<file path="src/hdl/flash_gate_map.vh">
`ifndef FLASH_GATE_MAP_VH
`define FLASH_GATE_MAP_VH

// ----------------------------------------------------------------
// Opcodes
// ----------------------------------------------------------------
`define OP_WRITE_ENABLE 8'h06
`define OP_WRITE_DISABLE 8'h04
`define OP_READ_STATUS_1 8'h05
`define OP_READ_STATUS_2 8'h35
`define OP_WRITE_STATUS_1 8'h01
`define OP_WRITE_STATUS_2 8'h31
`define OP_PAGE_PROGRAM 8'h02
`define OP_SECTOR_ERASE 8'h20
`define OP_BLOCK_ERASE_32 8'h52
`define OP_BLOCK_ERASE_64 8'hd8
`define OP_CHIP_ERASE_A 8'hc7
`define OP_CHIP_ERASE_B 8'h60
`define OP_SECURITY_ERASE 8'h44
`define OP_SECURITY_PROGRAM 8'h42

// ----------------------------------------------------------------
// Status field positions
// ----------------------------------------------------------------
`define SR1_BUSY_BIT 0
`define SR1_LATCH_BIT 1
`define SR1_LVL0_BIT 2
`define SR1_LVL1_BIT 3
`define SR1_LVL2_BIT 4
`define SR1_BOTTOM_BIT 5
`define SR1_GRAN_BIT 6
`define SR2_COMPL_BIT 6

// ----------------------------------------------------------------
// Reset values
// ----------------------------------------------------------------
`define RST_GRAN 1'b0
`define RST_BOTTOM 1'b0
`define RST_LEVEL 3'h0
`define RST_COMPL 1'b0

// ----------------------------------------------------------------
// Array geometry, 18-bit byte address
// ----------------------------------------------------------------
`define ARRAY_TOP 18'h3ffff
`define SIZE_4K 19'h01000
`define SIZE_8K 19'h02000
`define SIZE_16K 19'h04000
`define SIZE_32K 19'h08000
`define SIZE_64K 19'h10000
`define SIZE_128K 19'h20000
`define SIZE_ALL 19'h40000

// ----------------------------------------------------------------
// Byte counts needed before an instruction may run
// ----------------------------------------------------------------
`define BYTES_SIMPLE 9'h001
`define BYTES_STATUS 9'h002
`define BYTES_ERASE 9'h004
`define BYTES_PROGRAM 9'h005

// ----------------------------------------------------------------
// Timing
// ----------------------------------------------------------------
`define CLOCK_MHZ 40
`define STATUS_WRITE_US 10
`define STATUS_WRITE_CYCLES (`STATUS_WRITE_US * `CLOCK_MHZ)

`endif

</file>
<file path="src/hdl/pin_sync.v">
`timescale 1ns/100ps
`include "flash_gate_map.vh"

module pin_sync #(
  parameter RESET_LEVEL = 1'b0
) (
  clock,
  nrst,
  pin,
  level_q
);
  input wire clock;
  input wire nrst;
  input wire pin;
  output reg level_q;

  reg s1_q;
  reg s2_q;
  reg s3_q;

  // ----------------------------------------------------------------
  // Three stages, level follows once stages two and three agree
  // ----------------------------------------------------------------
  always @(posedge clock or negedge nrst) begin
    if (!nrst) begin
      s1_q <= RESET_LEVEL;
      s2_q <= RESET_LEVEL;
      s3_q <= RESET_LEVEL;
      level_q <= RESET_LEVEL;
    end else begin
      s1_q <= pin;
      s2_q <= s1_q;
      s3_q <= s2_q;
      if (s2_q == s3_q) begin
        level_q <= s3_q;
      end
    end
  end
endmodule

</file>
<file path="src/hdl/protect_decode.v">
`timescale 1ns/100ps
`include "flash_gate_map.vh"

module protect_decode (
  sector_granularity,
  protect_from_bottom,
  protect_level_2,
  protect_level_1,
  protect_level_0,
  protect_complement,
  prot_none,
  prot_lo,
  prot_hi
);
  input wire sector_granularity;
  input wire protect_from_bottom;
  input wire protect_level_2;
  input wire protect_level_1;
  input wire protect_level_0;
  input wire protect_complement;
  output reg prot_none;
  output reg [17:0] prot_lo;
  output reg [17:0] prot_hi;

  reg [18:0] size;
  reg [17:0] size_m1;
  reg [17:0] top_lo;
  wire [2:0] level;

  assign level = {protect_level_2, protect_level_1, protect_level_0};

  always @* begin
    size = 19'h00000;
    // ----------------------------------------------------------------
    // Region size from granularity and level
    // ----------------------------------------------------------------
    if (!sector_granularity) begin
      // Block sizes, top level bit ignored
      case (level[1:0])
        2'b01: size = `SIZE_64K;
        2'b10: size = `SIZE_128K;
        2'b11: size = `SIZE_ALL;
        default: size = 19'h00000;
      endcase
    end else begin
      case (level)
        3'b001: size = `SIZE_4K;
        3'b010: size = `SIZE_8K;
        3'b011: size = `SIZE_16K;
        3'b100: size = `SIZE_32K;
        3'b101: size = `SIZE_32K;
        3'b110: size = `SIZE_32K;
        3'b111: size = `SIZE_ALL;
        default: size = 19'h00000;
      endcase
    end
    size_m1 = size[17:0] - 18'h00001;
    top_lo = 18'h00000 - size[17:0];
    prot_none = 1'b0;
    prot_lo = 18'h00000;
    prot_hi = `ARRAY_TOP;
    if (size == 19'h00000) begin
      prot_none = ~protect_complement;
    end else if (size == `SIZE_ALL) begin
      prot_none = protect_complement;
    end else if (!protect_complement) begin
      if (protect_from_bottom) begin
        prot_hi = size_m1;
      end else begin
        prot_lo = top_lo;
      end
    end else begin
      if (protect_from_bottom) begin
        prot_lo = size[17:0];
      end else begin
        prot_hi = top_lo - 18'h00001;
      end
    end
  end
endmodule

</file>
<file path="src/hdl/serial_flash_protect_and_command_gate.v">
// Functional notes
// - Zeros written to reserved status positions change nothing.
// - Block mode protects none, 64KB, half or all, from top or bottom.
// - Complement protects exactly what the plain setting leaves open.
// - Erase or program touching a protected address is dropped.
// - Chip select falling starts decoding a new instruction.
// - The first eight bits after select falls are the opcode.
// - Input bits are taken on clock rising edges, MSB first.
// - Address, data or dummy bytes follow the opcode in sequence.
// - Chip select rising ends the instruction.
// - Reads may end after any clocked bit without error.
// - Write, program and erase end on a byte boundary or are dropped.
// - While busy, only status reads are served.
// - Busy bit is 1 during an operation and clears when it ends.
// - Write enable latch set by write enable, cleared by writes.
// - Direction 0 is top, 1 bottom; granularity 1 is 4KB sectors.
`timescale 1ns/100ps
`include "flash_gate_map.vh"

module serial_flash_protect_and_command_gate #(
  parameter STATUS_WRITE_CYCLES = `STATUS_WRITE_CYCLES
) (
  clock,
  nrst,
  chip_select_n,
  serial_clock,
  serial_input,
  serial_output,
  serial_output_en,
  array_done,
  op_start,
  op_code,
  op_addr,
  page_data,
  page_data_valid,
  busy,
  write_enable_latch,
  sector_granularity,
  protect_from_bottom,
  protect_level_2,
  protect_level_1,
  protect_level_0,
  protect_complement
);
  input wire clock;
  input wire nrst;
  input wire chip_select_n;
  input wire serial_clock;
  input wire serial_input;
  output reg serial_output;
  output reg serial_output_en;
  input wire array_done;
  output reg op_start;
  output reg [7:0] op_code;
  output reg [17:0] op_addr;
  output reg [7:0] page_data;
  output reg page_data_valid;
  output wire busy;
  output wire write_enable_latch;
  output wire sector_granularity;
  output wire protect_from_bottom;
  output wire protect_level_2;
  output wire protect_level_1;
  output wire protect_level_0;
  output wire protect_complement;

  localparam ST_IDLE = 2'h0;
  localparam ST_SHIFT = 2'h1;
  localparam ST_IGNORE = 2'h2;

  // ----------------------------------------------------------------
  // Opcode classes
  // ----------------------------------------------------------------
  function is_status_read;
    input [7:0] op;
    begin
      is_status_read = (op == `OP_READ_STATUS_1) ||
                       (op == `OP_READ_STATUS_2);
    end
  endfunction

  function [8:0] bytes_needed;
    input [7:0] op;
    begin
      case (op)
        `OP_WRITE_ENABLE, `OP_WRITE_DISABLE,
        `OP_CHIP_ERASE_A, `OP_CHIP_ERASE_B: bytes_needed = `BYTES_SIMPLE;
        `OP_WRITE_STATUS_1, `OP_WRITE_STATUS_2: bytes_needed = `BYTES_STATUS;
        `OP_SECTOR_ERASE, `OP_BLOCK_ERASE_32, `OP_BLOCK_ERASE_64,
        `OP_SECURITY_ERASE: bytes_needed = `BYTES_ERASE;
        `OP_PAGE_PROGRAM,
        `OP_SECURITY_PROGRAM: bytes_needed = `BYTES_PROGRAM;
        default: bytes_needed = 9'h000;
      endcase
    end
  endfunction

  // ----------------------------------------------------------------
  // Pin sampling and edges
  // ----------------------------------------------------------------
  wire cs_n_s;
  wire sclk_s;
  wire din_s;
  reg cs_n_prev_q;
  reg sclk_prev_q;
  wire cs_fall;
  wire cs_rise;
  wire sclk_rise;
  wire sclk_fall;

  pin_sync #(.RESET_LEVEL(1'b1)) u_cs (
    .clock(clock),
    .nrst(nrst),
    .pin(chip_select_n),
    .level_q(cs_n_s)
  );
  pin_sync #(.RESET_LEVEL(1'b0)) u_sclk (
    .clock(clock),
    .nrst(nrst),
    .pin(serial_clock),
    .level_q(sclk_s)
  );
  pin_sync #(.RESET_LEVEL(1'b0)) u_din (
    .clock(clock),
    .nrst(nrst),
    .pin(serial_input),
    .level_q(din_s)
  );

  always @(posedge clock or negedge nrst) begin
    if (!nrst) begin
      cs_n_prev_q <= 1'b1;
      sclk_prev_q <= 1'b0;
    end else begin
      cs_n_prev_q <= cs_n_s;
      sclk_prev_q <= sclk_s;
    end
  end

  assign cs_fall = cs_n_prev_q & ~cs_n_s;
  assign cs_rise = ~cs_n_prev_q & cs_n_s;
  assign sclk_rise = ~cs_n_s & sclk_s & ~sclk_prev_q;
  assign sclk_fall = ~cs_n_s & ~sclk_s & sclk_prev_q;

  // ----------------------------------------------------------------
  // Protection settings and decode
  // ----------------------------------------------------------------
  reg gran_q;
  reg bottom_q;
  reg [2:0] bp_q;
  reg compl_q;
  reg wren_q;
  reg busy_q;
  reg timer_run_q;
  reg [15:0] timer_q;
  wire prot_none;
  wire [17:0] prot_lo;
  wire [17:0] prot_hi;

  assign busy = busy_q;
  assign write_enable_latch = wren_q;
  assign sector_granularity = gran_q;
  assign protect_from_bottom = bottom_q;
  assign protect_level_2 = bp_q[2];
  assign protect_level_1 = bp_q[1];
  assign protect_level_0 = bp_q[0];
  assign protect_complement = compl_q;

  protect_decode u_decode (
    .sector_granularity(gran_q),
    .protect_from_bottom(bottom_q),
    .protect_level_2(bp_q[2]),
    .protect_level_1(bp_q[1]),
    .protect_level_0(bp_q[0]),
    .protect_complement(compl_q),
    .prot_none(prot_none),
    .prot_lo(prot_lo),
    .prot_hi(prot_hi)
  );

  // ----------------------------------------------------------------
  // Framing state
  // ----------------------------------------------------------------
  reg [1:0] state_q;
  reg [6:0] shift_q;
  reg [2:0] bit_idx_q;
  reg [8:0] byte_cnt_q;
  reg [7:0] opcode_q;
  reg [23:0] addr_q;
  reg [7:0] sr_data_q;
  wire [7:0] byte_in;
  wire [7:0] sr1;
  wire [7:0] sr2;
  wire [7:0] status_byte;

  assign byte_in = {shift_q, din_s};
  assign sr1 = {1'b0, gran_q, bottom_q, bp_q, wren_q, busy_q};
  assign sr2 = {1'b0, compl_q, 6'h00};
  assign status_byte = (opcode_q == `OP_READ_STATUS_2) ? sr2 : sr1;

  // Target range of the framed instruction
  reg [17:0] tgt_lo;
  reg [17:0] tgt_hi;
  reg checks_range;
  wire hits_protected;

  always @* begin
    tgt_lo = addr_q[17:0];
    tgt_hi = addr_q[17:0];
    checks_range = 1'b1;
    case (opcode_q)
      `OP_PAGE_PROGRAM: begin
        tgt_lo = {addr_q[17:8], 8'h00};
        tgt_hi = {addr_q[17:8], 8'hff};
      end
      `OP_SECTOR_ERASE: begin
        tgt_lo = {addr_q[17:12], 12'h000};
        tgt_hi = {addr_q[17:12], 12'hfff};
      end
      `OP_BLOCK_ERASE_32: begin
        tgt_lo = {addr_q[17:15], 15'h0000};
        tgt_hi = {addr_q[17:15], 15'h7fff};
      end
      `OP_BLOCK_ERASE_64: begin
        tgt_lo = {addr_q[17:16], 16'h0000};
        tgt_hi = {addr_q[17:16], 16'hffff};
      end
      `OP_CHIP_ERASE_A, `OP_CHIP_ERASE_B: begin
        tgt_lo = 18'h00000;
        tgt_hi = `ARRAY_TOP;
      end
      default: checks_range = 1'b0;
    endcase
  end

  // Any overlap with the protected range
  assign hits_protected = checks_range & ~prot_none &
                          (tgt_lo <= prot_hi) & (tgt_hi >= prot_lo);

  wire end_ok;
  wire op_runs;
  // Whole bytes, enough of them, not busy
  assign end_ok = cs_rise && (state_q == ST_SHIFT) &&
                  (bit_idx_q == 3'h0) && !busy_q &&
                  (bytes_needed(opcode_q) != 9'h000) &&
                  (byte_cnt_q >= bytes_needed(opcode_q));
  assign op_runs = end_ok && wren_q && !hits_protected;

  always @(posedge clock or negedge nrst) begin
    if (!nrst) begin
      state_q <= ST_IDLE;
      shift_q <= 7'h00;
      bit_idx_q <= 3'h0;
      byte_cnt_q <= 9'h000;
      opcode_q <= 8'h00;
      addr_q <= 24'h000000;
      sr_data_q <= 8'h00;
      page_data <= 8'h00;
      page_data_valid <= 1'b0;
    end else begin
      page_data_valid <= 1'b0;
      case (state_q)
        ST_IDLE: begin
          if (cs_fall) begin
            state_q <= ST_SHIFT;
            bit_idx_q <= 3'h0;
            byte_cnt_q <= 9'h000;
            opcode_q <= 8'h00;
            addr_q <= 24'h000000;
          end
        end
        ST_SHIFT: begin
          if (cs_rise) begin
            state_q <= ST_IDLE;
          end else if (sclk_rise) begin
            shift_q <= byte_in[6:0];
            bit_idx_q <= bit_idx_q + 3'h1;
            if (bit_idx_q == 3'h7) begin
              if (byte_cnt_q != 9'h1ff) begin
                byte_cnt_q <= byte_cnt_q + 9'h001;
              end
              if (byte_cnt_q == 9'h000) begin
                opcode_q <= byte_in;
                if (busy_q && !is_status_read(byte_in)) begin
                  state_q <= ST_IGNORE;
                end
              end else if (byte_cnt_q <= 9'h003) begin
                // Address, data, dummy bytes in turn
                addr_q <= {addr_q[15:0], byte_in};
                if (byte_cnt_q == 9'h001) begin
                  sr_data_q <= byte_in;
                end
              end else if ((opcode_q == `OP_PAGE_PROGRAM) ||
                           (opcode_q == `OP_SECURITY_PROGRAM)) begin
                page_data <= byte_in;
                page_data_valid <= 1'b1;
              end
            end
          end
        end
        ST_IGNORE: begin
          if (cs_rise) begin
            state_q <= ST_IDLE;
          end
        end
        default: state_q <= ST_IDLE;
      endcase
    end
  end

  // ----------------------------------------------------------------
  // Status read output, driven on falling clock
  // ----------------------------------------------------------------
  always @(posedge clock or negedge nrst) begin
    if (!nrst) begin
      serial_output <= 1'b0;
      serial_output_en <= 1'b0;
    end else begin
      serial_output_en <= (state_q == ST_SHIFT) && !cs_rise &&
                          (byte_cnt_q != 9'h000) &&
                          is_status_read(opcode_q);
      if (sclk_fall && (state_q == ST_SHIFT)) begin
        serial_output <= status_byte[~bit_idx_q];
      end
    end
  end

  // ----------------------------------------------------------------
  // Execution: settings, latch, busy
  // ----------------------------------------------------------------
  wire is_status_write;
  assign is_status_write = (opcode_q == `OP_WRITE_STATUS_1) ||
                           (opcode_q == `OP_WRITE_STATUS_2);

  always @(posedge clock or negedge nrst) begin
    if (!nrst) begin
      gran_q <= `RST_GRAN;
      bottom_q <= `RST_BOTTOM;
      bp_q <= `RST_LEVEL;
      compl_q <= `RST_COMPL;
      wren_q <= 1'b0;
      busy_q <= 1'b0;
      timer_run_q <= 1'b0;
      timer_q <= 16'h0000;
      op_start <= 1'b0;
      op_code <= 8'h00;
      op_addr <= 18'h00000;
    end else begin
      op_start <= 1'b0;
      if (end_ok && (opcode_q == `OP_WRITE_ENABLE)) begin
        wren_q <= 1'b1;
      end else if (end_ok && (opcode_q == `OP_WRITE_DISABLE)) begin
        wren_q <= 1'b0;
      end else if (op_runs) begin
        wren_q <= 1'b0;
        busy_q <= 1'b1;
        if (is_status_write) begin
          if (opcode_q == `OP_WRITE_STATUS_1) begin
            gran_q <= sr_data_q[`SR1_GRAN_BIT];
            bottom_q <= sr_data_q[`SR1_BOTTOM_BIT];
            bp_q <= sr_data_q[`SR1_LVL2_BIT:`SR1_LVL0_BIT];
          end else begin
            compl_q <= sr_data_q[`SR2_COMPL_BIT];
          end
          timer_run_q <= 1'b1;
          timer_q <= STATUS_WRITE_CYCLES[15:0];
        end else begin
          op_start <= 1'b1;
          op_code <= opcode_q;
          op_addr <= addr_q[17:0];
        end
      end
      if (timer_run_q) begin
        if (timer_q <= 16'h0001) begin
          timer_run_q <= 1'b0;
          busy_q <= 1'b0;
        end else begin
          timer_q <= timer_q - 16'h0001;
        end
      end else if (busy_q && !op_runs && array_done) begin
        busy_q <= 1'b0;
      end
    end
  end
endmodule

</file>
<file path="config.mk">
export PLATFORM = sky130hd
export DESIGN_NAME = serial_flash_protect_and_command_gate
export DESIGN_NICKNAME = d
export VERILOG_FILES = /design/src/hdl/pin_sync.v /design/src/hdl/protect_decode.v /design/src/hdl/serial_flash_protect_and_command_gate.v
export VERILOG_INCLUDE_DIRS = /design/src /design/src/hdl
export SDC_FILE = /design/constraint.sdc
export NUM_CORES = 1
export LEC_CHECK = 0
export BUFFER_PORTS_ARGS = -buffer_cell sky130_fd_sc_hd__clkbuf_2
export CORE_AREA = 3 3 111 113
export DETAILED_ROUTE_END_ITERATION = 8
export DIE_AREA = 0 0 114 116
export PLACE_DENSITY = 0.78
export SYNTH_ARGS = -nofsm -noshare
export SYNTH_HDL_FRONTEND = slang
export SYNTH_SLANG_ARGS = --single-unit
export TNS_END_PERCENT = 1
</file>
<file path="constraint.sdc">
create_clock -name clock -period 4.19 [get_ports clock]
set_input_delay 0.2095 -clock clock [delete_from_list [all_inputs] [get_ports clock]]
set_output_delay 0.2095 -clock clock [all_outputs]
set_load 0.02 [all_outputs]
</file>
# [Yosys cells after proc, flatten, opt, wreduce, memory -nomap -nowiden]
# Index checks and enable logic that the tools add are counted.
# Widths: inputs -> output; s select.
[totals] register_bits=131 latch_bits=0 ramBits=0 rom_bits=0 output_inout_bits=46 elab_cells=255 memories=0
[classes] addsub=6 multipliers=0 div_mod_pow=0 n_lt_le_gt_ge=6 eq_ne=48 shifts=0 n_mux=85 bitwise=23 reduce_logical=51
[op_table] cell="$mux 18" count=16
[op_table] cell="$pmux 18 s5" count=2
[op_table] cell="$mux 16" count=6
[op_table] cell="$pmux 19 s5" count=1
[op_table] cell="$pmux 19 s3" count=1
[op_table] cell="$mux 9" count=5
[op_table] cell="$mux 8" count=5
[op_table] cell="$pmux 18 s2" count=1
[op_table] cell="$sub 18x1->18 const B" count=2
[op_table] cell="$eq 8x3->1 const B" count=4
[op_table] cell="$eq 8x6->1 const B" count=4
[op_table] cell="$eq 8x7->1 const B" count=4
[op_table] cell="$mux 1" count=30
[op_table] cell="$reduce_and 7->1" count=3
[op_table] cell="$eq 19x19->1 const B" count=1
[op_table] cell="$logic_not 19->1" count=1
[op_table] cell="$mux 19" count=1
[op_table] cell="$ge 18x18->1" count=1
[op_table] cell="$le 18x18->1" count=1
[op_table] cell="$ne 2x2->1 const B" count=9
[op_table] cell="$pmux 9 s2" count=1
[op_table] cell="$reduce_and 6->1" count=3
[op_table] cell="$reduce_bool 9->1" count=2
[op_table] cell="$sub 1x18->18 const A" count=1
[op_table] cell="other kinds (45)" count=114

# [Depth between registers and ports, before layout]
[depth] ltp_word=20 ltp_mapped=19

# [Modules after synthesis]
# A second synthesis with hierarchy kept.
[unflattened] cells_unflattened=773 hier_area_um2=7737.4
[by_module_without_submodules] module="serial_flash_protect_and_command_gate" n_inst=1 cells_per_inst=652 area_each_um2=6711.4 seq_area_each_um2=2929.1
[by_module_without_submodules] module="protect_decode" n_inst=1 cells_per_inst=106 area_each_um2=686.9 seq_area_each_um2=0.0
[by_module_without_submodules] module="pin_sync at u_din ..." n_inst=2 cells_per_inst=5 area_each_um2=111.4 seq_area_each_um2=100.1
[by_module_without_submodules] module="pin_sync at u_cs" n_inst=1 cells_per_inst=5 area_each_um2=116.4 seq_area_each_um2=105.1

# [Least setup slack after synthesis]
# Ideal clock, no wire load.
[synth_path] path_kind="reg-to-reg" start="register bp_q[2]" end="register op_addr[10]" setup_ps=125 t_arrival_ps=3663 required_ps=4065 path_slack_ps=402 stages_incl_launch_ff=20 path_cell_list="dfrtp_1 clkbuf_1 nor2b_1 nand2_1 ha_1 clkbuf_1 nor2b_1 a21oi_1 a21oi_1 o21ai_0 a22oi_1 nor2_1 ha_1 a21oi_1 o32ai_1 a311oi_1 o221ai_2 nand3_4 buf_6 mux2_4"
[synth_via] elab_chain_cells=16 word_cells_on_any_way=36 classes_between="3 x add/sub; 2 x order compare; 8 x eq/ne; 14 x mux; 4 x bitwise; 5 x reduce/logical"
[synth_lines] element="start: declaration" line_no="serial_flash_protect_and_command_gate.v:150" text="reg [2:0] bp_q;"
[synth_lines] element="start signal: assignment" line_no="serial_flash_protect_and_command_gate.v:339" text="bp_q <= `RST_LEVEL;"
[synth_lines] element="start signal: assignment" line_no="serial_flash_protect_and_command_gate.v:361" text="bp_q <= sr_data_q[`SR1_LVL2_BIT:`SR1_LVL0_BIT];"
[synth_lines] element="$eq 3x3->1" line_no="protect_decode.v:46" text="case (level)"
[synth_lines] element="$reduce_or 3->1 (no source line)"
[synth_lines] element="$pmux 19 s5 *" line_no="protect_decode.v:46"
[synth_lines] element="$mux 19 *" line_no="protect_decode.v:37" text="if (!sector_granularity) begin"
[synth_lines] element="$sub 1x18->18" line_no="protect_decode.v:58" text="top_lo = 18'h00000 - size[17:0];"
[synth_lines] element="$sub 18x1->18" line_no="protect_decode.v:76" text="prot_hi = top_lo - 18'h00001;"
[synth_lines] element="$mux 18" line_no="protect_decode.v:73" text="if (protect_from_bottom) begin"
[synth_lines] element="$mux 18" line_no="protect_decode.v:66" text="end else if (!protect_complement) begin"
[synth_lines] element="$mux 18" line_no="protect_decode.v:64" text="end else if (size == `SIZE_ALL) begin"
[synth_lines] element="$mux 18" line_no="protect_decode.v:62" text="if (size == 19'h00000) begin"
[synth_lines] element="$le 18x18->1" line_no="serial_flash_protect_and_command_gate.v:238" text="(tgt_lo <= prot_hi) & (tgt_hi >= prot_lo);"
[synth_lines] element="$and 1x1->1" line_no="serial_flash_protect_and_command_gate.v:237" text="assign hits_protected = checks_range & ~prot_none &"
[synth_lines] element="$and 1x1->1 *" line_no="serial_flash_protect_and_command_gate.v:238"
[synth_lines] element="$logic_not 1->1 *" line_no="serial_flash_protect_and_command_gate.v:247" text="assign op_runs = end_ok && wren_q && !hits_protected;"
[synth_lines] element="$logic_and 1x1->1 *" line_no="serial_flash_protect_and_command_gate.v:247"
[synth_lines] element="$reduce_and 4->1 (no source line) *"
[synth_lines] element="end signal: assignment" line_no="serial_flash_protect_and_command_gate.v:370" text="op_addr <= addr_q[17:0];"
[synth_lines] element="end: declaration" line_no="serial_flash_protect_and_command_gate.v:55" text="output reg [17:0] op_addr;"
# Mark *: on every way between the ends. The rest lies on a longest branch, timed or not.
# A chain may end at the register's enable or synchronous reset.

# [Worst setup path in the final report]
[layout_path] start="register opcode_q[0]" end="register op_code[3]"
[layout_via] elab_chain_cells=9 word_cells_on_any_way=41 classes_between="3 x order compare; 12 x eq/ne; 4 x mux; 6 x bitwise; 16 x reduce/logical"
[layout_lines] element="start: declaration" line_no="serial_flash_protect_and_command_gate.v:188" text="reg [7:0] opcode_q;"
[layout_lines] element="start signal: assignment" line_no="serial_flash_protect_and_command_gate.v:283" text="opcode_q <= byte_in;"
[layout_lines] element="$eq 8x8->1 (tied with other cells)" line_no="serial_flash_protect_and_command_gate.v:85, serial_flash_protect_and_command_gate.v:211"
[layout_lines] element="$reduce_or 2->1 (tied with other cells)" line_no="serial_flash_protect_and_command_gate.v:211" text="case (opcode_q)"
[layout_lines] element="$pmux 18 s5 (tied with other cells)" line_no="serial_flash_protect_and_command_gate.v:211"
[layout_lines] element="$le 18x18->1 (tied with other cells)" line_no="serial_flash_protect_and_command_gate.v:238"
[layout_lines] element="$and 1x1->1 / $logic_and 1x1->1 (equally long branches)" line_no="serial_flash_protect_and_command_gate.v:237, serial_flash_protect_and_command_gate.v:244"
[layout_lines] element="$and 1x1->1 / $logic_and 1x1->1 (equally long branches)" line_no="serial_flash_protect_and_command_gate.v:238, serial_flash_protect_and_command_gate.v:245"
[layout_lines] element="$logic_not 1->1 (tied with other cells)" line_no="serial_flash_protect_and_command_gate.v:247"
[layout_lines] element="$logic_and 1x1->1 / $not 1->1 (equally long branches)"
[layout_lines] element="$reduce_and 4->1 (no source line) *"
[layout_lines] element="end signal: assignment" line_no="serial_flash_protect_and_command_gate.v:369" text="op_code <= opcode_q;"
[layout_lines] element="end: declaration" line_no="serial_flash_protect_and_command_gate.v:54" text="output reg [7:0] op_code;"
# Marks and branches as above.

==> run_results.csv <==
group,metric,value,unit
worst_setup_path,cp.arrival,4200,ps
floorplan,num_io_pins,52,
worst_setup_path,cpPeakStageDelay,550,ps
synthesis,yosysUniqueCellTypes,66,
cts,cts_buffer_depth,2,
worst_setup_path,crit_family,"simple AND/OR/NAND/NOR gates",
grt,gr-usage-all-layers,25.4,%
timing,finalCriticalPeriod,3910,ps
placed_design,io_buffers,51,
cts,cts_tree,"built",
synthesis,syn_avg_cell_area,9.88,um^2
placed_design,postPlaceCellArea,7190,um^2
cts,cts_setup_buffers,0,
worst_hold_path,hp-class,"in -> reg",
worst_setup_path,cp.buffers_inverters,1,
timing,clock_skew,6.95,ps
synthesis,async_flop_share,100,%
pwr,ir_worst_vdd,0.400,mV
worst_setup_path,startpoint_type,"flop",
finish,nets,777,
timing,fin_tns_setup,0,ps
cts,cts_max_level,4,
synthesis,synth-edff-count,0,
flow_run,maxCapViolations,0,
timing,finalWorstSetupSlack,282,ps
timing,post-route-period-util,93.3,%
synthesis,synth_top_area_cell,"dfrtp_1",
route,vias_per_cell,5.96,
floorplan,die_h,116,um
floorplan,core,11400,um^2
route,wire_per_inst,17.6,um
timing,fmax,0.256,GHz
route,drt-initial-drc-count,508,
worst_setup_path,crit_chain,"or4b_4 > or4_1 > nor4b_1 > nor2b_1 > ha_1 > or4_1 > a21oi_1 > nor2_2 > nand3_4 > buf_4 > mux2_4",
route,drtPass1Iterations,4,
worst_setup_path,cpMostUsedCell,"or4_1",
synthesis,postSynthCellCount,683,
pwr,p_per_area,430,nW/um^2
route,wl,15800,um
floorplan,rows,39,
worst_setup_path,slowest_stage,"or4b_4",
route,postRouteAntennaNets,0,
finish,drive_gt1_share,21.9,%
grt,grt_pass1_wl,26600,um
route,via_count,5372,
finish,final_area,7850,um^2
synthesis,netlist_area,6750,um^2
run_status,status,"finished, final reports clean",
finish,area_growth_syn_to_layout,16.4,%
synthesis,netlist.area_leader.share,46.0,%
timing,setup_viol,0,
timing,slew_headroom,50.5,%
synthesis,synth_nets,715,
synthesis,synth_area_leaders,"dfrtp_1, nand2_1, o21ai_0, ha_1, mux2_4",
synthesis,yosysSeqAreaShare,47.9,%
worst_setup_path,setup.worst_path.end_class,"flop",
grt,grt_max_degree,51,
placed_design,pre_cts_slack,257,ps
timing,worst_pin_slew,733,ps
floorplan,dieArea,13200,um^2
grt,grt_pass1_vias,5294,
grt,antenna_found_initial,0,
worst_setup_path,crit_fanout,11,
finish,layout_commonest_cell,"dfrtp_1",
finish,antenna_cells,0,
grt,grt_overflow,0,
floorplan,die_w,114,um
timing,rsz0062_at_grt,"false",
synthesis,yosysWarnings,0,
timing,hold_viol,0,
cts,root_buffer,"clkbuf_16",
route,drc,0,
finish,finalCoreUtilization,68.8,%
finish,final_cell_mix,"dfrtp_1, nand2_1, o21ai_0",
cts,clock_latency,420,ps
cts,clk_pin_slew,60,ps
synthesis,yosys_most_used_dff,"dfrtp_1",
placed_design,dpl.hpwl,10800,um
placed_design,place_congestion,0.928,
worst_setup_path,path_class,"reg -> reg",
worst_setup_path,required,4490,ps
timing,maxSlewViolCount,0,
floorplan,start_util,59.1,%
cts,cts-buffers-inserted,17,
pwr,leakage,3.82,nW
cts,clock_sinks,129,
synthesis,ys_ff_latch,129,
==> sequential cells by signal, summed over array words and instances (netlist names), 5 cells and up <==
signal / cells
timer_q: 16
byte_cnt_q: 9
page_data: 8
shift_q: 7
opcode_q: 8
sr_data_q: 5
op_code: 8
op_addr: 18
addr_q: 18
==> path summary, 6_finish.rpt <==
path / start / to / slack, ps / cells past startpoint
min: array_done / busy / 240 / 4
min in group asynchronous: nrst / state_q[0] / 270 / 2
max in group asynchronous: nrst / op_start / 2950 / 3
min reg2reg: u_sclk.s1_q / u_sclk.s2_q / 340 / 0
max: opcode_q[0] / op_code[3] / 280 / 11
max reg2reg: opcode_q[0] / op_code[3] / 280 / 11
==> stage by stage <==
stage,std cells,power [mW],hold slack [ps]
2_1_floorplan,683,1.72,-86.1
3_3_place_gp,865,1.86,168
3_5_place_dp,865,1.87,175
4_1_cts,901,3.39,227
5_1_grt,901,3.52,249
6_report,901,3.37,239
==> kinds of logic after synthesis <==
family / after synthesis / share of synthesized area [%]
simple gates: 282 / 21.0
compound gates: 145 / 12.8
flops: 129 / 47.9
mux: 50 / 9.59
buf+inv: 43 / 2.78
fa+ha+maj: 29 / 5.27
xor+xnor: 5 / 0.649
==> worst reg2reg max path, stage by stage, from the launching register on <==
cell	delay (ps)
dfrtp_1	520
or4b_4	560
or4_1	480
nor4b_1	230
nor2b_1	160
ha_1	190
or4_1	510
a21oi_1	330
nor2_2	160
nand3_4	100
buf_4	230
mux2_4	320
==> per-layer routing <==
layer  vias to the layer above  track usage (%)  share of wire, %
met2                       172             40.7                48
li1                       2556                -                 -
met1                      2615             34.4                45
met4                         0             9.66               1.8
met3                        29             5.33               4.8
met5                         -                0                 0
==> repair_timing <==
item / CTS / global route
hold buffers: 4 / 0
setup endpoints to repair: 0 / 20
resized for setup: 0 / 2
endpoints found under the hold margin: 29 / 0
==> Yosys cell counts (5+ instances only) <==
| cell type | number |
|---|---|
| nand2_1 | 104 |
| o31ai_1 | 9 |
| a21oi_1 | 20 |
| nor2_1 | 51 |
| dfstp_2 | 5 |
| nor3_1 | 10 |
| nand2b_1 | 19 |
| and2_1 | 7 |
| nand3_1 | 20 |
| mux2_2 | 26 |
| dfrtp_1 | 124 |
| inv_1 | 14 |
| o21ai_0 | 77 |
| clkbuf_1 | 23 |
| mux2_4 | 20 |
| or3_1 | 6 |
| ha_1 | 26 |
| nor4_1 | 8 |
| a31oi_1 | 6 |
| nor2b_1 | 14 |
| and3_1 | 11 |
==> where the power goes <==
| part | internal (mW) | switching (mW) |
|---|---|---|
| Combinational | 0.167 | 0.263 |
| Sequential | 1.31 | 0.123 |
| Clock | 0.970 | 0.546 |
==> layout make-up <==
| type | count | area (um^2) |
|---|---|---|
| fill | 841 | 3570 |
| multi-input combinational | 511 | 3340 |
| sequential | 129 | 3230 |
| clock buffer | 21 | 460 |
| timing repair buffer | 72 | 438 |
| tap | 143 | 179 |
| clock inverter | 11 | 153 |
| inverter | 14 | 52.6 |
(Power assumes the default switching activity.)
